===== src/hw/voice_regs_defs.svh =====
// Purpose: offsets, field positions, reset values and timing counts of the voice control bank
// Assumes: 6-bit register address, 8-bit register data
// Notes: bits that power up undefined are cleared here so reset state is fully known
`ifndef VOICE_REGS_DEFS_SVH
`define VOICE_REGS_DEFS_SVH

// ==========================================================
// register offsets
`define GAIN_ADDR 6'h19
`define LOW_TONE_FREQUENCY_WORD_ADDR 6'h1a
`define HIGH_TONE_FREQUENCY_WORD_ADDR 6'h1b
`define HOWL_CTL_ADDR 6'h1c
`define UPPER_THR_ADDR 6'h1d
`define LOWER_THR_ADDR 6'h1e
`define RESERVED_FIRST 6'h1f
`define RESERVED_LAST 6'h3f

// ==========================================================
// reset values
`define GAIN_RESET 8'h88
`define LOW_TONE_FREQUENCY_WORD_RESET 8'h00
`define HIGH_TONE_FREQUENCY_WORD_RESET 8'h00
`define HOWL_CTL_RESET 8'h24
`define UPPER_THR_RESET 8'h30
`define LOWER_THR_RESET 8'h14

// ==========================================================
// field positions
`define TX_GAIN_HI 7
`define TX_GAIN_LO 4
`define RX_GAIN_HI 3
`define RX_GAIN_LO 0
`define HOWL_EN_BIT 7
`define MODE_HI 5
`define MODE_LO 4
`define PAD_HI 2
`define PAD_LO 0
`define THR_HI 6

// ==========================================================
// scaling and timing
`define GAIN_STEP_DB 6'h03
`define GAIN_FLOOR_DB 6'h18
`define PAD_STEP_DB 5'h03
`define CLOCK_HZ 50000000
`define SAMPLE_HZ 8000
`define SAMPLE_DIV (`CLOCK_HZ / `SAMPLE_HZ)
`define TONE_ACC_W 10

`endif


===== src/hw/voice_regs_pkg.sv =====
// Purpose: types shared by the voice control bank and its helpers
// Assumes: constants come from voice_regs_defs.svh
// Notes: all state records are packed so each module registers one word
package voice_regs_pkg;

    // ==========================================================
    // anti-howl operating modes, in field order 00..11
    typedef enum logic [1:0] {
        tx_squelch,
        rx_squelch,
        group_listen,
        switched_loss
    } howl_mode_t;

    // ==========================================================
    // state records
    typedef struct packed {
        logic [7:0] gain;
        logic [7:0] low_tone_frequency_word;
        logic [7:0] high_tone_frequency_word;
        logic [7:0] howl_ctl;
        logic [7:0] upper_thr;
        logic [7:0] lower_thr;
        logic [7:0] rdata;
        logic [15:0] div_cnt;
        logic tick;
        logic [5:0] tx_db;
        logic [5:0] rx_db;
        logic [4:0] pad_db;
        logic [4:0] tx_att;
        logic [4:0] rx_att;
    } bank_state_t;

    typedef struct packed {
        logic [15:0] phase;
    } tone_state_t;

    typedef struct packed {
        logic active;
    } howl_state_t;

endpackage


===== src/hw/tone_phase_gen.sv =====
// Purpose: phase accumulator for one tone group, stepped once per sample
// Assumes: sample_tick is a one-cycle pulse at the sample rate on mclk
// Notes: with a 10-bit accumulator at 8 kHz one code is 7.8125 Hz
`timescale 1ns/1ps
`default_nettype none
`include "voice_regs_defs.svh"

module tone_phase_gen
    import voice_regs_pkg::*;
#(
    parameter int ACC_W = `TONE_ACC_W
) (
    input wire logic mclk,
    input wire logic rst_n,
    input wire logic sample_tick,
    input wire logic enable,
    input wire logic [7:0] freq_word,
    output logic [ACC_W-1:0] phase,
    output logic wave
);
    if (ACC_W < 8 || ACC_W > 16) begin : g_bad_width
        $error("tone accumulator width out of range");
    end

    tone_state_t st;
    tone_state_t next_st;

    // ==========================================================
    // accumulator: new word is used on the very next sample
    always_comb begin
        next_st = st;
        if (!enable) begin
            next_st.phase = '0;
        end else if (sample_tick) begin
            next_st.phase[ACC_W-1:0] = st.phase[ACC_W-1:0] + ACC_W'(freq_word);
        end
    end

    always_ff @(posedge mclk) begin
        if (!rst_n) begin
            st <= '0;
        end else begin
            st <= next_st;
        end
    end

    assign phase = st.phase[ACC_W-1:0];
    assign wave = st.phase[ACC_W-1];
endmodule
`default_nettype wire


===== src/hw/howl_hysteresis.sv =====
// Purpose: speech activity decision with hysteresis for the anti-howl pads
// Assumes: level is a sign-magnitude magnitude (chord, step) on mclk
// Notes: chord/step codes are monotonic, so plain unsigned compare orders them
`timescale 1ns/1ps
`default_nettype none

module howl_hysteresis
    import voice_regs_pkg::*;
(
    input wire logic mclk,
    input wire logic rst_n,
    input wire logic sample_tick,
    input wire logic enable,
    input wire logic [6:0] level,
    input wire logic [6:0] upper,
    input wire logic [6:0] lower,
    output logic active
);
    howl_state_t st;
    howl_state_t next_st;

    // ==========================================================
    // between the thresholds the previous decision holds
    always_comb begin
        next_st = st;
        if (!enable) begin
            next_st.active = 1'b0;
        end else if (sample_tick) begin
            if (level > upper) begin
                next_st.active = 1'b1;
            end else if (level < lower) begin
                next_st.active = 1'b0;
            end
        end
    end

    always_ff @(posedge mclk) begin
        if (!rst_n) begin
            st <= '0;
        end else begin
            st <= next_st;
        end
    end

    assign active = st.active;
endmodule
`default_nettype wire


===== src/hw/gain_tone_antihowl_regs.sv =====
// Purpose: gain, tone coefficient and anti-howl control registers with their decode
// Assumes: register port and speech level are synchronous to mclk
// Notes: reads return data one cycle after the read strobe
`timescale 1ns/1ps
`default_nettype none
`include "voice_regs_defs.svh"

module gain_tone_antihowl_regs
    import voice_regs_pkg::*;
#(
    parameter int SAMPLE_DIV = `SAMPLE_DIV,
    parameter int ACC_W = `TONE_ACC_W
) (
    input wire logic mclk,
    input wire logic rst_n,
    input wire logic reg_wr,
    input wire logic reg_rd,
    input wire logic [5:0] reg_addr,
    input wire logic [7:0] reg_wdata,
    output logic [7:0] reg_rdata,
    input wire logic [6:0] speech_level,
    input wire logic lower_group_tone_on,
    input wire logic upper_group_tone_on,
    output logic [3:0] transmit_gain_code,
    output logic [3:0] receive_gain_code,
    output logic signed [5:0] tx_gain_db,
    output logic signed [5:0] rx_gain_db,
    output logic [7:0] lower_tone_frequency_word,
    output logic [7:0] upper_tone_frequency_word,
    output logic [ACC_W-1:0] lower_tone_phase,
    output logic [ACC_W-1:0] upper_tone_phase,
    output logic lower_tone_wave,
    output logic upper_tone_wave,
    output logic howl_enable,
    output howl_mode_t howl_mode_select,
    output logic [2:0] attenuation_depth,
    output logic [4:0] attenuation_db,
    output logic [6:0] upper_threshold_level,
    output logic [6:0] lower_threshold_level,
    output logic speech_active,
    output logic [4:0] tx_atten_db,
    output logic [4:0] rx_atten_db,
    output logic sample_tick
);
    // ==========================================================
    // elaboration checks
    if (SAMPLE_DIV < 2 || SAMPLE_DIV > 65536) begin : g_bad_div
        $error("sample divider out of range");
    end
    if (ACC_W != `TONE_ACC_W) begin : g_bad_acc
        $error("accumulator width must keep 7.8125 Hz per code");
    end

    localparam logic [15:0] DIV_LAST = 16'(SAMPLE_DIV - 1);

    bank_state_t st;
    bank_state_t next_st;
    howl_mode_t mode;
    logic [1:0] tone_on;
    logic [7:0] tone_word [2];
    logic [ACC_W-1:0] tone_phase [2];
    logic [1:0] tone_wave;
    logic active;

    assign mode = howl_mode_t'(st.howl_ctl[`MODE_HI:`MODE_LO]);

    // ==========================================================
    // register writes, reads and decode
    always_comb begin
        next_st = st;

        // sample strobe for the tone and level logic
        next_st.tick = 1'b0;
        if (st.div_cnt == DIV_LAST) begin
            next_st.div_cnt = '0;
            next_st.tick = 1'b1;
        end else begin
            next_st.div_cnt = st.div_cnt + 16'h0001;
        end

        // reserved and lower addresses fall through and read as zero
        if (reg_rd) begin
            case (reg_addr)
                `GAIN_ADDR: next_st.rdata = st.gain;
                `LOW_TONE_FREQUENCY_WORD_ADDR: next_st.rdata = st.low_tone_frequency_word;
                `HIGH_TONE_FREQUENCY_WORD_ADDR: next_st.rdata = st.high_tone_frequency_word;
                `HOWL_CTL_ADDR: next_st.rdata = st.howl_ctl;
                `UPPER_THR_ADDR: next_st.rdata = st.upper_thr;
                `LOWER_THR_ADDR: next_st.rdata = st.lower_thr;
                default: next_st.rdata = 8'h00;
            endcase
        end

        if (reg_wr) begin
            case (reg_addr)
                `GAIN_ADDR: next_st.gain = reg_wdata;
                `LOW_TONE_FREQUENCY_WORD_ADDR: next_st.low_tone_frequency_word = reg_wdata;
                `HIGH_TONE_FREQUENCY_WORD_ADDR: next_st.high_tone_frequency_word = reg_wdata;
                `HOWL_CTL_ADDR: next_st.howl_ctl = reg_wdata;
                `UPPER_THR_ADDR: next_st.upper_thr = reg_wdata;
                `LOWER_THR_ADDR: next_st.lower_thr = reg_wdata;
                default: next_st.gain = st.gain;
            endcase
        end

        // gain in dB: code * 3 - 24, wraps into 6-bit two's complement
        next_st.tx_db = 6'({2'b00, st.gain[`TX_GAIN_HI:`TX_GAIN_LO]} * `GAIN_STEP_DB
            - `GAIN_FLOOR_DB);
        next_st.rx_db = 6'({2'b00, st.gain[`RX_GAIN_HI:`RX_GAIN_LO]} * `GAIN_STEP_DB
            - `GAIN_FLOOR_DB);
        next_st.pad_db = 5'({2'b00, st.howl_ctl[`PAD_HI:`PAD_LO]} * `PAD_STEP_DB);

        // which path takes the pad depends on mode and speech decision
        next_st.tx_att = 5'h00;
        next_st.rx_att = 5'h00;
        if (st.howl_ctl[`HOWL_EN_BIT]) begin
            case (mode)
                tx_squelch: begin
                    if (!active) begin
                        next_st.tx_att = st.pad_db;
                    end
                end
                rx_squelch: begin
                    if (!active) begin
                        next_st.rx_att = st.pad_db;
                    end
                end
                group_listen: begin
                    if (active) begin
                        next_st.rx_att = st.pad_db;
                    end
                end
                switched_loss: begin
                    if (active) begin
                        next_st.rx_att = st.pad_db;
                    end else begin
                        next_st.tx_att = st.pad_db;
                    end
                end
                default: begin
                    next_st.tx_att = 5'h00;
                end
            endcase
        end
    end

    always_ff @(posedge mclk) begin
        if (!rst_n) begin
            st <= '0;
            st.gain <= `GAIN_RESET;
            st.low_tone_frequency_word <= `LOW_TONE_FREQUENCY_WORD_RESET;
            st.high_tone_frequency_word <= `HIGH_TONE_FREQUENCY_WORD_RESET;
            st.howl_ctl <= `HOWL_CTL_RESET;
            st.upper_thr <= `UPPER_THR_RESET;
            st.lower_thr <= `LOWER_THR_RESET;
        end else begin
            st <= next_st;
        end
    end

    // ==========================================================
    // tone generators, one per group
    assign tone_on = {upper_group_tone_on, lower_group_tone_on};
    assign tone_word[0] = st.low_tone_frequency_word;
    assign tone_word[1] = st.high_tone_frequency_word;

    for (genvar g = 0; g < 2; g++) begin : g_tone
        tone_phase_gen #(
            .ACC_W(ACC_W)
        ) u_tone (
            .mclk(mclk),
            .rst_n(rst_n),
            .sample_tick(st.tick),
            .enable(tone_on[g]),
            .freq_word(tone_word[g]),
            .phase(tone_phase[g]),
            .wave(tone_wave[g])
        );
    end

    // ==========================================================
    // anti-howl level decision
    howl_hysteresis u_howl (
        .mclk(mclk),
        .rst_n(rst_n),
        .sample_tick(st.tick),
        .enable(st.howl_ctl[`HOWL_EN_BIT]),
        .level(speech_level),
        .upper(st.upper_thr[`THR_HI:0]),
        .lower(st.lower_thr[`THR_HI:0]),
        .active(active)
    );

    // ==========================================================
    // outputs, all straight from state flops
    assign reg_rdata = st.rdata;
    assign transmit_gain_code = st.gain[`TX_GAIN_HI:`TX_GAIN_LO];
    assign receive_gain_code = st.gain[`RX_GAIN_HI:`RX_GAIN_LO];
    assign tx_gain_db = st.tx_db;
    assign rx_gain_db = st.rx_db;
    assign lower_tone_frequency_word = st.low_tone_frequency_word;
    assign upper_tone_frequency_word = st.high_tone_frequency_word;
    assign lower_tone_phase = tone_phase[0];
    assign upper_tone_phase = tone_phase[1];
    assign lower_tone_wave = tone_wave[0];
    assign upper_tone_wave = tone_wave[1];
    assign howl_enable = st.howl_ctl[`HOWL_EN_BIT];
    assign howl_mode_select = mode;
    assign attenuation_depth = st.howl_ctl[`PAD_HI:`PAD_LO];
    assign attenuation_db = st.pad_db;
    assign upper_threshold_level = st.upper_thr[`THR_HI:0];
    assign lower_threshold_level = st.lower_thr[`THR_HI:0];
    assign speech_active = active;
    assign tx_atten_db = st.tx_att;
    assign rx_atten_db = st.rx_att;
    assign sample_tick = st.tick;
endmodule
`default_nettype wire


===== config.mk =====
export PLATFORM = sky130hd
export DESIGN_NAME = gain_tone_antihowl_regs
export DESIGN_NICKNAME = d
export VERILOG_FILES = /design/src/hw/voice_regs_pkg.sv /design/src/hw/tone_phase_gen.sv /design/src/hw/howl_hysteresis.sv /design/src/hw/gain_tone_antihowl_regs.sv
export VERILOG_INCLUDE_DIRS = /design/src /design/src/hw
export SDC_FILE = /design/constraint.sdc
export NUM_CORES = 1
export LEC_CHECK = 0
export BUFFER_PORTS_ARGS = -buffer_cell sky130_fd_sc_hd__buf_2
export CAP_MARGIN = 20
export CORE_MARGIN = 2
export CORE_UTILIZATION = 42
export CTS_BUF_LIST = sky130_fd_sc_hd__clkbuf_4
export CTS_CLUSTER_SIZE = 20
export DETAILED_ROUTE_END_ITERATION = 10
export SYNTH_ARGS = -nofsm -noshare
export SYNTH_HDL_FRONTEND = slang
export SYNTH_SLANG_ARGS = --single-unit
export TNS_END_PERCENT = 1

===== constraint.sdc =====
create_clock -name mclk -period 2.4 [get_ports mclk]
set_input_delay 0.12 -clock mclk [delete_from_list [all_inputs] [get_ports mclk]]
set_output_delay 0.12 -clock mclk [all_outputs]
set_load 0.05 [all_outputs]

# [After elaboration in Yosys (flattened, before gate mapping)]
# Cells that the tools add are included.
[totals] inputBits=27 output_inout_bits=103 word_cells=61 reg_bits=121
[classes] order_cmp=2 eq_ne=10 multipliers=3 add_sub_neg=5 muxes=7 n_bitwise=1 reduce_logical=16
[op_table] cell="$pmux 8 s6" n=1
[op_table] cell="$eq 6x5->1 const B" n=6
[op_table] cell="$add 10x8->10" n=2
[op_table] cell="$reduce_and 2->1" n=10
[op_table] cell="$add 16x1->16 const B" n=1
[op_table] cell="$eq 16x13->1 const B" n=1
[op_table] cell="$mul 4x2->6 const B" n=2
[op_table] cell="$sub 6x5->6 const B" n=2
[op_table] cell="$mux 5" n=2
[op_table] cell="$pmux 5 s2" n=1
[op_table] cell="$gt 7x7->1" n=1
[op_table] cell="$lt 7x7->1" n=1
[op_table] cell="$reduce_or 2->1" n=3
[op_table] cell="$mul 3x2->5 const B" n=1
[op_table] cell="$eq 2x2->1 const B" n=2
[op_table] cell="$mux 1" n=3
[op_table] cell="$reduce_and 3->1" n=1
[op_table] cell="$eq 2x1->1 const B" n=1
[op_table] cell="$logic_not 2->1" n=1
[op_table] cell="$reduce_bool 2->1" n=1
[op_table] cell="$not 1->1" n=1

# [Depth between registers and ports, before layout]
# Gate-level depths: netlist of the first run.
[depth] ltp_word=3 ltp_mapped=9 mapped_depth_nobuf=9

# [Cells and area by module]
# A second synthesis of the first run with hierarchy kept.
[unflattened] cells_unflattened=748 hier_area_um2=6647.6
[by_module_without_submodules] mod="gain_tone_antihowl_regs" area_each_um2=4787.1 n_inst=1 cells_per_inst=523
[by_module_without_submodules] mod="tone_phase_gen" area_each_um2=748.2 n_inst=2 cells_per_inst=87
[by_module_without_submodules] mod="howl_hysteresis" area_each_um2=364.1 n_inst=1 cells_per_inst=51

# [Worst setup path before layout of the first run]
# OpenSTA, ideal clock, no wires.
[synth_timing] kind="register to register" from="reg g_tone[0].u_tone.st[0] (netlist name)" to="reg g_tone[0].u_tone.st[6] (netlist name)" arrival_ns=2.229 required_time_ns=2.326 synth_period_minus_slack_ns=2.303 setup_ns=0.074 path_buffers=0 path_stages_with_launch=10 slack_ns=0.097 cell_sequence="dfxtp_1 -> ha_1 -> inv_1 -> fa_1 -> nor2b_1 -> o31a_1 -> o21ai_0 -> a2111oi_0 -> a31oi_1 -> o21ai_0"
[synth_between] elab_chain_cells=1
[synth_rtl] item="start, declared" line="tone_phase_gen.sv:25" rtl="tone_state_t st;"
[synth_rtl] item="start signal, assigned" line="tone_phase_gen.sv:43" rtl="st <= next_st;"
[synth_rtl] item="$add 10x8->10" line="tone_phase_gen.sv:35" rtl="next_st.phase[ACC_W-1:0] = st.phase[ACC_W-1:0] + ACC_W'(freq_word);"
# Every way passes these cells.
# A chain may end at the register's enable or synchronous reset.

# [Final worst setup path of the first run]
[layout_timing] from="reg st, in the netlist lower_tone_frequency_word[0]" to="reg g_tone[0].u_tone.st[6] (netlist name)"
[layout_between] elab_chain_cells=1
[layout_rtl] item="start, declared" line="gain_tone_antihowl_regs.sv:56" rtl="bank_state_t st;"
[layout_rtl] item="start signal, assigned" line="gain_tone_antihowl_regs.sv:157" rtl="st <= next_st;"
[layout_rtl] item="$add 10x8->10" line="tone_phase_gen.sv:35"
# Every way passes these cells.

==> flow_metrics.env, run 1 <==
export IMPL_tritoncts="yes"
export IMPL_postSynthCellCount=759
export IMPL_n_antenna_cell=0
export IMPL_grtUsageMet3_pct=5.301
export IMPL_ys_seq_area_share_pct=37.65
export IMPL_first_iter_violations=323
export IMPL_ys_warnings_count=0
export IMPL_cp_start_kind="flip-flop"
export IMPL_ys_ff_latch=121
export IMPL_grt_util_met2_pct=32.87
export IMPL_endpoint_kind="flip-flop"
export IMPL_cpPeakStageDelay_ns=0.40
export IMPL_utilization_pct=47.33
export IMPL_path_delay_family="compound AO/OA/AOI/OAI gates"
export IMPL_critPathArrivalTime_ns=2.64
export IMPL_grt_pass1_vias=5056
export IMPL_wl_um=16600
export IMPL_cap_viol_max_count=0
export IMPL_dieHeight_um=127.8
export IMPL_place_ws_ns=0.2223
export IMPL_synth_top_cell_area_share_pct=37.65
export IMPL_yosysTopAreaCell="dfxtp_1"
export IMPL_syn_nets=840
export IMPL_setup_ws_ns=0.1933
export IMPL_fin_nets=909
export IMPL_firstDrtPassIters=5
export IMPL_min_period_ns=2.207
export IMPL_power_frac_seq_pct=54.2
export IMPL_p_per_area_nw_per_um2=526.8
export IMPL_start_util_pct=42.64
export IMPL_clkTransAtPathRegs_ns=0.09
export IMPL_finClkSkew_ns=0.01441
export IMPL_slew_headroom_pct=58.94
export IMPL_fillers=1515
export IMPL_route_detailed_drc=0
export IMPL_clk_insertion_delay_late_ns=0.52
export IMPL_grt_usage_pct=20.43
export IMPL_synth_common_cells="121 x dfxtp_1, 80 x buf_4, 73 x nand2_1"
export IMPL_netSwitchingFraction_pct=24.57
export IMPL_p_sw_w=0.0009245
export IMPL_grt_first_pass_wirelength_um=26280
export IMPL_crit_type="flip-flop to flip-flop"
export IMPL_path_max_fanout=4
export IMPL_p_comb_share_pct=6.6
export IMPL_synth_edf_count=0
export IMPL_synthTopCellsByArea="dfxtp_1 38%, ha_1 9.5%, buf_4 9.3%, nand3_1 5.5%, a21oi_1 4.8%"
export IMPL_dieArea_sq_um=16320
export IMPL_rows=45
export IMPL_synthDistinctLibCells=50
export IMPL_crit_required_ns=2.84
export IMPL_ys_flop_type="dfxtp_1"
export IMPL_antenna_found_initial=0
export IMPL_vias=5483
export IMPL_die_w_um=127.8
export IMPL_place_congestion=0.8603
export IMPL_area_delta_synth_final_pct=11.01
export IMPL_ant_nets=0
export IMPL_ir_drop_v=0.0002901
export IMPL_coreArea_sq_um=15090
export IMPL_root_buffer="clkbuf_4"
export IMPL_clock_sinks=121
export IMPL_hold_viol=0
export IMPL_met1_usage_pct=26.14
export IMPL_tns_ns=0
export IMPL_cp_common_cell="o21ai_0"
export IMPL_grt_busiest_layer="met2"
export IMPL_clkPwrFrac_pct=39.1
export IMPL_grt_start_max_net_pins=33
export IMPL_rsz0062_at_grt="no"
export IMPL_synth_most_common_cell="dfxtp_1"
export IMPL_place_hpwl_um=12320
export IMPL_final_cells=1028
export IMPL_postCtsSetupBuffers=0
export IMPL_fin_crit_sh_pct=91.94
export IMPL_maxSlewViolCount=0
export IMPL_io_pin_count=130
export IMPL_io_buffers=129
export IMPL_avgSynthCellArea_sq_um=8.477
export IMPL_critPathBufInv=1
export IMPL_dp_cells=985
export IMPL_status="finished clean"
export IMPL_avgRoutedWirePerCell_um=16.15
export IMPL_fmax_mhz=453.2
export IMPL_power_leakage_nw=3.136
export IMPL_via_per_inst=5.334
export IMPL_cts_buffer_depth=2
export IMPL_path_cells="ha_1 -> inv_1 -> fa_1 -> nor2b_1 -> o31a_1 -> o21ai_0 -> a2111oi_2 -> a31oi_1 -> o21ai_0"
export IMPL_grt_ovfl_total=0
export IMPL_internal_power_w=0.002838
export IMPL_synthArstFlopShare_pct=0
export IMPL_numCtsBuffers=17
export IMPL_drive_gt1_share_pct=21.67
export IMPL_cp_slowest_cell="fa_1"
export IMPL_htree_levels=4
export IMPL_synth_area_sq_um=6434
export IMPL_setup_viol_count_final=0
export IMPL_finalPower_w=0.003762
export IMPL_worstMarginPinSlew_ns=0.6159
export IMPL_hold_path_class="primary input to flip-flop"
-- metrics by stage --
| step | instance area [sq um] | hold slack [ns] |
|---|---|---|
| after global routing | 7142 | 0.1076 |
| final | 7142 | 0.1351 |
| after global placement | 6735 | 0.4458 |
| after CTS | 7136 | 0.1088 |
| after detailed placement | 6735 | 0.4462 |
| after floorplan | 6434 | 0.2675 |
-- cell type report --
class | count | area (sq um) | area share [%]
clock inverter | 11 | 130.1 | 1.822
tap | 188 | 235.2 | 3.294
timing repair buffer | 158 | 893.4 | 12.51
inverter | 38 | 142.6 | 1.997
sequential | 121 | 2422 | 33.92
clock buffer | 20 | 150.1 | 2.102
multi-input combinational | 492 | 3168 | 44.36
-- path summary, 6_finish.rpt --
check / from / to / slack (ns) / depth (start not counted)
max reg2reg: lower_tone_frequency_word[0]$_SDFFE_PN0P_ / g_tone[0].u_tone.st[6]$_SDFFE_PN0P_ / 0.19 / 9
min: speech_level[6] / u_howl.active$_SDFFE_PN0P_ / 0.14 / 4
min reg2reg: st[59]$_SDFFE_PN0P_ / st[59]$_SDFFE_PN0P_ / 0.46 / 2
max: lower_tone_frequency_word[0]$_SDFFE_PN0P_ / g_tone[0].u_tone.st[6]$_SDFFE_PN0P_ / 0.19 / 9
-- flip-flops by register name, summed over array words and instances, names as in the netlist, 6 cells and up --
signal and cells:
tx_gain_db 6, reg_rdata 8, upper_threshold_level 7, lower_threshold_level 7, g_tone.u_tone.st 20, st 20, rx_gain_db 6, upper_tone_frequency_word 8
lower_tone_frequency_word 8
-- cells by family (layout without fill, tap and decap cells) --
| kind of cell | after synthesis | in the layout | synth area share, % |
|---|---|---|---|
| compound gates | 152 | 152 | 14.72 |
| xor+xnor | 22 | 22 | 2.995 |
| fa+ha+maj | 54 | 54 | 11.09 |
| buf+inv | 146 | 227 | 13.20 |
| flops | 121 | 121 | 37.65 |
| mux | 7 | 7 | 1.089 |
| simple gates | 257 | 257 | 19.25 |
-- per-layer routing --
| metal | routed length (um) | share of wire, % |
|---|---|---|
| met1 | 7315 | 44 |
| met2 | 7610 | 46 |
| met3 | 1108 | 6.7 |
| met4 | 568 | 3.4 |
| met5 | 0 | 0 |
-- worst register-to-register path: cells and delay by family, from the launching register on --
kind,cells,cell delay (ns)
AO/OA/AOI/OAI,5,0.88
adder cells (fa/ha/maj),2,0.62
buffers and inverters,1,0.06
flip-flops,1,0.39
AND/OR/NAND/NOR,1,0.18
-- power by group through the flow --
stage	logic (W)	clock network, W	registers (W)
3_5_place_dp	0.000234	0	0.00209
4_1_cts	0.000251	0.00151	0.00204
2_1_floorplan	0.000159	0	0.00208
6_report	0.000249	0.00147	0.00204
3_3_place_gp	0.000228	0	0.00209
5_1_grt	0.000272	0.00160	0.00204
-- timing repair --
item,4_1_cts,5_1_grt
endpoints found under the setup margin,0,1
endpoints found under the hold margin,56,0
hold buffers,12,0
gates resized for setup,0,2
-- cells in the final DEF, fill, tap and decap left out, types with 4 or more instances in the layout --
cell type,count
nor2b_1,5
nand3_1,71
clkbuf_4,20
fa_1,5
a31oi_1,9
clkinv_2,5
nor2_1,50
ha_1,49
nor3_1,7
a21oi_1,62
and2_1,22
a221oi_1,10
buf_2,129
buf_4,17
dfxtp_1,121
nand2_1,73
mux2i_1,7
xnor2_1,14
dlygate4sd3_1,12
o21ai_0,24
a22o_1,8
a211oi_1,9
inv_1,37
xor2_1,8
a21o_1,6
nor3b_1,4
nand4_1,6
or3_1,4
a22oi_1,8
(Power assumes the default switching activity.)
==> run 2, diff against run 1 <==
--- a/config.mk
+++ b/config.mk
@@ -15,2 +15,3 @@
 export DETAILED_ROUTE_END_ITERATION = 10
+export GPL_TIMING_DRIVEN = 0
 export SYNTH_ARGS = -nofsm -noshare
==> constraint.sdc (replaced) <==
create_clock -name mclk -period 2.5 [get_ports mclk]
set_input_delay 0.375 -clock mclk [delete_from_list [all_inputs] [get_ports mclk]]
set_output_delay 0.375 -clock mclk [all_outputs]
set_load 0.05 [all_outputs]
==> run 2 against run 1 <==
Die area did not move. Clock power fell by 5%. Wire length rose by 1.5%. Critical path depth did not move. Clock skew rose by 0.0095 ns. Non-clock buffer count rose by 78. Setup slack improved by 0.059 ns. Hold slack improved by 0.011 ns. Register-to-register slack improved by 0.06 ns. Global-route usage rose by 0.074 points. Combinational power fell by 3%. Critical path type unchanged. Largest power group unchanged.
==> flow_metrics.env, run 2 (synthesis results as in run 1) <==
export IMPL_clk_insertion_delay_late_ns=0.56
export IMPL_worstMarginPinSlew_ns=0.7751
export IMPL_dieHeight_um=127.8
export IMPL_place_congestion=0.9116
export IMPL_setup_worst_path_start="lower_tone_frequency_word[0]$_SDFFE_PN0P_"
export IMPL_antenna_found_initial=0
export IMPL_rrSetupSlack_ns=0.25
export IMPL_ant_nets=0
export IMPL_dp_cells=1075
export IMPL_utilization_pct=50.32
export IMPL_numCtsBuffers=17
export IMPL_io_buffers=127
export IMPL_firstDrtPassIters=5
export IMPL_grt_pass1_vias=4987
export IMPL_vias=5606
export IMPL_wl_um=16860
export IMPL_htree_levels=4
export IMPL_root_buffer="clkbuf_4"
export IMPL_ir_drop_v=0.0002828
export IMPL_timing_rr_end="g_tone[0].u_tone.st[6]$_SDFFE_PN0P_"
export IMPL_crit_type="flip-flop to flip-flop"
export IMPL_start_util_pct=42.64
export IMPL_endpoint_kind="flip-flop"
export IMPL_tritoncts="yes"
export IMPL_ff2ff_path_depth=9
export IMPL_dieArea_sq_um=16320
export IMPL_area_delta_synth_final_pct=18.01
export IMPL_hold_path_class="primary input to flip-flop"
export IMPL_postCtsHoldBufs=0
export IMPL_drive_gt1_share_pct=26.77
export IMPL_fin_nets=987
export IMPL_place_hpwl_um=12670
export IMPL_avgRoutedWirePerCell_um=15.21
export IMPL_cap_viol_max_count=0
export IMPL_rows=45
export IMPL_rsz0062_at_grt="no"
export IMPL_die_w_um=127.8
export IMPL_final_common_cell="buf_2"
export IMPL_min_period_ns=2.247
export IMPL_grt_start_max_net_pins=17
export IMPL_reg_top3="g_tone.u_tone.st x20, st x20"
export IMPL_cp_start_kind="flip-flop"
export IMPL_route_detailed_drc=0
export IMPL_via_per_inst=5.060
export IMPL_ctsResizeCount=0
export IMPL_fin_crit_sh_pct=89.89
export IMPL_postCtsSetupBuffers=0
export IMPL_final_cells=1108
export IMPL_path_max_fanout=4
export IMPL_io_pin_count=130
export IMPL_layout_common_cells="128 x buf_2, 121 x dfxtp_1, 80 x buf_4"
export IMPL_clkTransAtPathRegs_ns=0.12
export IMPL_maxSlewViolCount=0
export IMPL_p_per_area_nw_per_um2=474.3
export IMPL_clock_sinks=121
export IMPL_coreArea_sq_um=15090
export IMPL_grt_first_pass_wirelength_um=26080
export IMPL_rr_startpoint="lower_tone_frequency_word[0]$_SDFFE_PN0P_"
export IMPL_setup_viol_count_final=0
export IMPL_finClkSkew_ns=0.02389
export IMPL_power_leakage_nw=3.433
export IMPL_critPathCapture="g_tone[0].u_tone.st[6]$_SDFFE_PN0P_"
export IMPL_critPathArrivalTime_ns=2.73
export IMPL_first_iter_violations=277
export IMPL_hold_viol=0
export IMPL_grt_ovfl_total=0
export IMPL_grt_usage_pct=20.50
export IMPL_status="finished clean"
export IMPL_cts_buffer_depth=2
export IMPL_crit_required_ns=2.98
export IMPL_slew_headroom_pct=48.33
export IMPL_fmax_mhz=445.0
==> run 2: changes by cell type in the layout (fill, tap and decap cells not counted), sizes merged <==
cell         change
buf             +64
clkbuf          +23
dlygate4sd3     -12
clkinvlp         +4
inv              +2
bufinv           -1
clkinv           -1
diode            +1
==> run 2: report_power, final <==
| group | total, W | leakage, nW | switching, W | internal, W |
|---|---|---|---|---|
| registers | 0.00196 | 0.978 | 0.0000157 | 0.00194 |
| logic | 0.000242 | 2.32 | 0.000169 | 0.0000729 |
| clock network | 0.00140 | 0.140 | 0.000808 | 0.000591 |
==> run 2: layer usage <==
layer | track usage (%) | vias up | part of all wire, %
met2 | 31.71 | 172 | 44
met3 | 4.758 | 34 | 5.6
li1 | - | 2847 | -
met1 | 27.62 | 2553 | 48
met5 | 0 | - | 0
met4 | 8.403 | 0 | 2.7
==> run 2: how the worst min path moves through the flow <==
stage                                   start                                   endpoint  slack (ns)  depth (start not counted)
final                            reg_wdata[7]                        st[59]$_SDFFE_PN0P_        0.15                          3
after global routing             reg_wdata[7]  upper_tone_frequency_word[7]$_SDFFE_PN0P_        0.11                          3
after CTS                        reg_wdata[7]  upper_tone_frequency_word[7]$_SDFFE_PN0P_         0.1                          3
after detailed placement  st[59]$_SDFFE_PN0P_                        st[59]$_SDFFE_PN0P_        0.45                          2
after global placement    st[74]$_SDFFE_PN0P_                        st[74]$_SDFFE_PN0P_        0.44                          2
after floorplan           st[71]$_SDFFE_PN0P_                        st[71]$_SDFFE_PN0P_        0.44                          2
==> run 2: area by class of cell <==
| cell class | count | area, sq um |
|---|---|---|
| clock inverters | 15 | 152.6 |
| fillers | 1503 | 7497 |
| flip-flops and latches | 121 | 2422 |
| repair buffers | 128 | 639.4 |
| diodes | 1 | 2.502 |
| well taps | 188 | 235.2 |
| inverters | 38 | 142.6 |
| plain buffers | 108 | 706.9 |
| clock buffers | 17 | 127.6 |
| multi-input cells | 492 | 3163 |
==> run 2: stage by stage <==
stage	setup slack [ns]	power [W]	cell area (sq um)	setup TNS, ns	hold WS (ns)
after floorplan	0.1968	0.002151	6434	0	0.4360
after global placement	-0.03955	0.002243	7305	-0.1832	0.4445
after detailed placement	0.2506	0.002245	7308	0	0.4493
after CTS	0.2608	0.003641	7589	0	0.09865
after global routing	0.006505	0.003749	7590	0	0.1133
final	0.2528	0.003601	7592	0	0.1465
==> run 2: critical path, cell delays in order (launching register included) <==
cell,delay (ns)
dfxtp_1,0.43
ha_1,0.24
inv_1,0.07
fa_1,0.39
nor2b_1,0.17
o31a_1,0.19
o21ai_0,0.13
a2111oi_1,0.41
a31oi_1,0.07
o21ai_0,0.08
==> run 3, diff against run 2 <==
CTS_CLUSTER_DIAMETER = 100   (was not set)
RECOVER_POWER = 50   (was not set)
SLEW_MARGIN = 40   (was not set)
==> run 3 against run 2 <==
Wire length fell by 0.40%. Die area unchanged. Utilization down 0.42 points. Largest cell class unchanged. Count of clock-buffer cells in the layout unchanged. Via count rose by 0.89%. Non-clock buffer count down 1. Sequential cell count unchanged. Largest power group unchanged. Clock skew fell by 0.0044 ns. Register-to-register slack improved by 0.02 ns. Clock power grew 4%. Sequential power is essentially flat.
==> flow_metrics.env, run 3 (synthesis results as in run 1) <==
export IMPL_cts_buffer_depth=2
export IMPL_critPathArrivalTime_ns=2.71
export IMPL_clk_insertion_delay_late_ns=0.55
export IMPL_grt_usage_pct=20.94
export IMPL_utilization_pct=49.89
export IMPL_grt_pass1_vias=5103
export IMPL_maxSlewViolCount=0
export IMPL_vias=5656
export IMPL_coreArea_sq_um=15090
export IMPL_antenna_found_initial=0
export IMPL_postCtsSetupBuffers=0
export IMPL_slew_headroom_pct=16.85
export IMPL_htree_levels=4
export IMPL_root_buffer="clkbuf_4"
export IMPL_postCtsHoldBufs=0
export IMPL_clkTransAtPathRegs_ns=0.12
export IMPL_worstMarginPinSlew_ns=1.216
export IMPL_avgRoutedWirePerCell_um=15.18
export IMPL_crit_required_ns=2.98
export IMPL_setup_viol_count_final=0
export IMPL_status="finished clean"
export IMPL_grt_first_pass_wirelength_um=26570
export IMPL_hold_viol=0
export IMPL_cp_start_kind="flip-flop"
export IMPL_setup_ws_ns=0.2719
export IMPL_seq_area_sq_um=2422
export IMPL_n_antenna_cell=0
export IMPL_dieArea_sq_um=16320
export IMPL_via_per_inst=5.114
export IMPL_place_congestion=0.9116
export IMPL_dieHeight_um=127.8
export IMPL_route_detailed_drc=0
export IMPL_die_w_um=127.8
export IMPL_endpoint_kind="flip-flop"
export IMPL_clock_sinks=121
export IMPL_first_iter_violations=307
export IMPL_drive_gt1_share_pct=21.24
export IMPL_p_per_area_nw_per_um2=484.1
export IMPL_hold_path_class="primary input to flip-flop"
export IMPL_finClkSkew_ns=0.01950
export IMPL_numCtsBuffers=17
export IMPL_min_period_ns=2.228
export IMPL_area_delta_synth_final_pct=17.02
export IMPL_rsz0062_at_grt="no"
export IMPL_start_util_pct=42.64
export IMPL_final_cells=1106
export IMPL_io_buffers=127
export IMPL_tritoncts="yes"
export IMPL_ir_drop_v=0.0002202
export IMPL_path_max_fanout=4
export IMPL_place_ws_ns=0.2850
export IMPL_reg_top3="g_tone.u_tone.st x20, st x20"
export IMPL_crit_type="flip-flop to flip-flop"
export IMPL_ant_nets=0
export IMPL_power_leakage_nw=3.222
export IMPL_fillers=1550
export IMPL_rows=45
export IMPL_dp_cells=1074
export IMPL_place_hpwl_um=12700
export IMPL_final_common_cell="dfxtp_1"
export IMPL_fmax_mhz=448.8
export IMPL_cap_viol_max_count=0
export IMPL_tns_ns=0
export IMPL_fin_crit_sh_pct=89.12
export IMPL_wl_um=16790
export IMPL_grt_start_max_net_pins=17
export IMPL_io_pin_count=130
export IMPL_layout_common_cells="121 x dfxtp_1, 80 x buf_4, 79 x buf_2"
export IMPL_multi_input_area_sq_um=3152
export IMPL_fin_nets=986
export IMPL_grt_ovfl_total=0
export IMPL_firstDrtPassIters=5
export IMPL_ctsResizeCount=0
## run 3: report_power, final
part           internal (W)  switching, W  leakage, nW  total [W]
Clock              0.000610      0.000835        0.154    0.00145
Combinational     0.0000705      0.000169         2.09   0.000239
Sequential          0.00194     0.0000157        0.978    0.00196
## run 3: area by class of cell
cell class              count  area share (%)
clock buffers              17           1.695
clock inverters            15           2.227
repair buffers            127           7.628
flip-flops and latches    121           32.18
multi-input cells         492           41.86
well taps                 188           3.124
inverters                  38           1.895
plain buffers             108           9.390
## run 3: layer usage
| metal | track usage [%] | vias up | share of wire, % |
|---|---|---|---|
| li1 | - | 2857 | - |
| met1 | 28.07 | 2595 | 48 |
| met2 | 32.97 | 174 | 44 |
| met3 | 3.923 | 30 | 5.1 |
| met4 | 9.179 | 0 | 2.4 |
| met5 | 0 | - | 0 |
## run 3: worst max-delay path: stages (launching register included)
cell and delay (ns):
dfxtp_1 0.43, ha_1 0.24, inv_1 0.07, fa_1 0.39, nor2b_1 0.17, o31a_1 0.18, o21ai_0 0.12, a2111oi_0 0.40
a31oi_1 0.08, o21ai_0 0.08
## run 3: final timing paths
| kind | cells after the start | slack [ns] | end | from |
|---|---|---|---|---|
| setup reg to reg | 9 | 0.27 | g_tone[0].u_tone.st[6]$_SDFFE_PN0P_ | lower_tone_frequency_word[0]$_SDFFE_PN0P_ |
| hold reg to reg | 2 | 0.47 | st[59]$_SDFFE_PN0P_ | st[59]$_SDFFE_PN0P_ |
| setup / recovery | 9 | 0.27 | g_tone[0].u_tone.st[6]$_SDFFE_PN0P_ | lower_tone_frequency_word[0]$_SDFFE_PN0P_ |
| hold / removal | 3 | 0.14 | st[59]$_SDFFE_PN0P_ | reg_wdata[7] |
## run 3: metrics by stage
step           total power [W]  area (sq um)  hold WS [ns]
5_1_grt               0.003798          7528        0.1066
4_1_cts               0.003690          7606       0.09645
2_1_floorplan         0.002151          6434        0.4360
6_report              0.003645          7528        0.1420
3_5_place_dp          0.002245          7311        0.4493
3_3_place_gp          0.002243          7305        0.4445
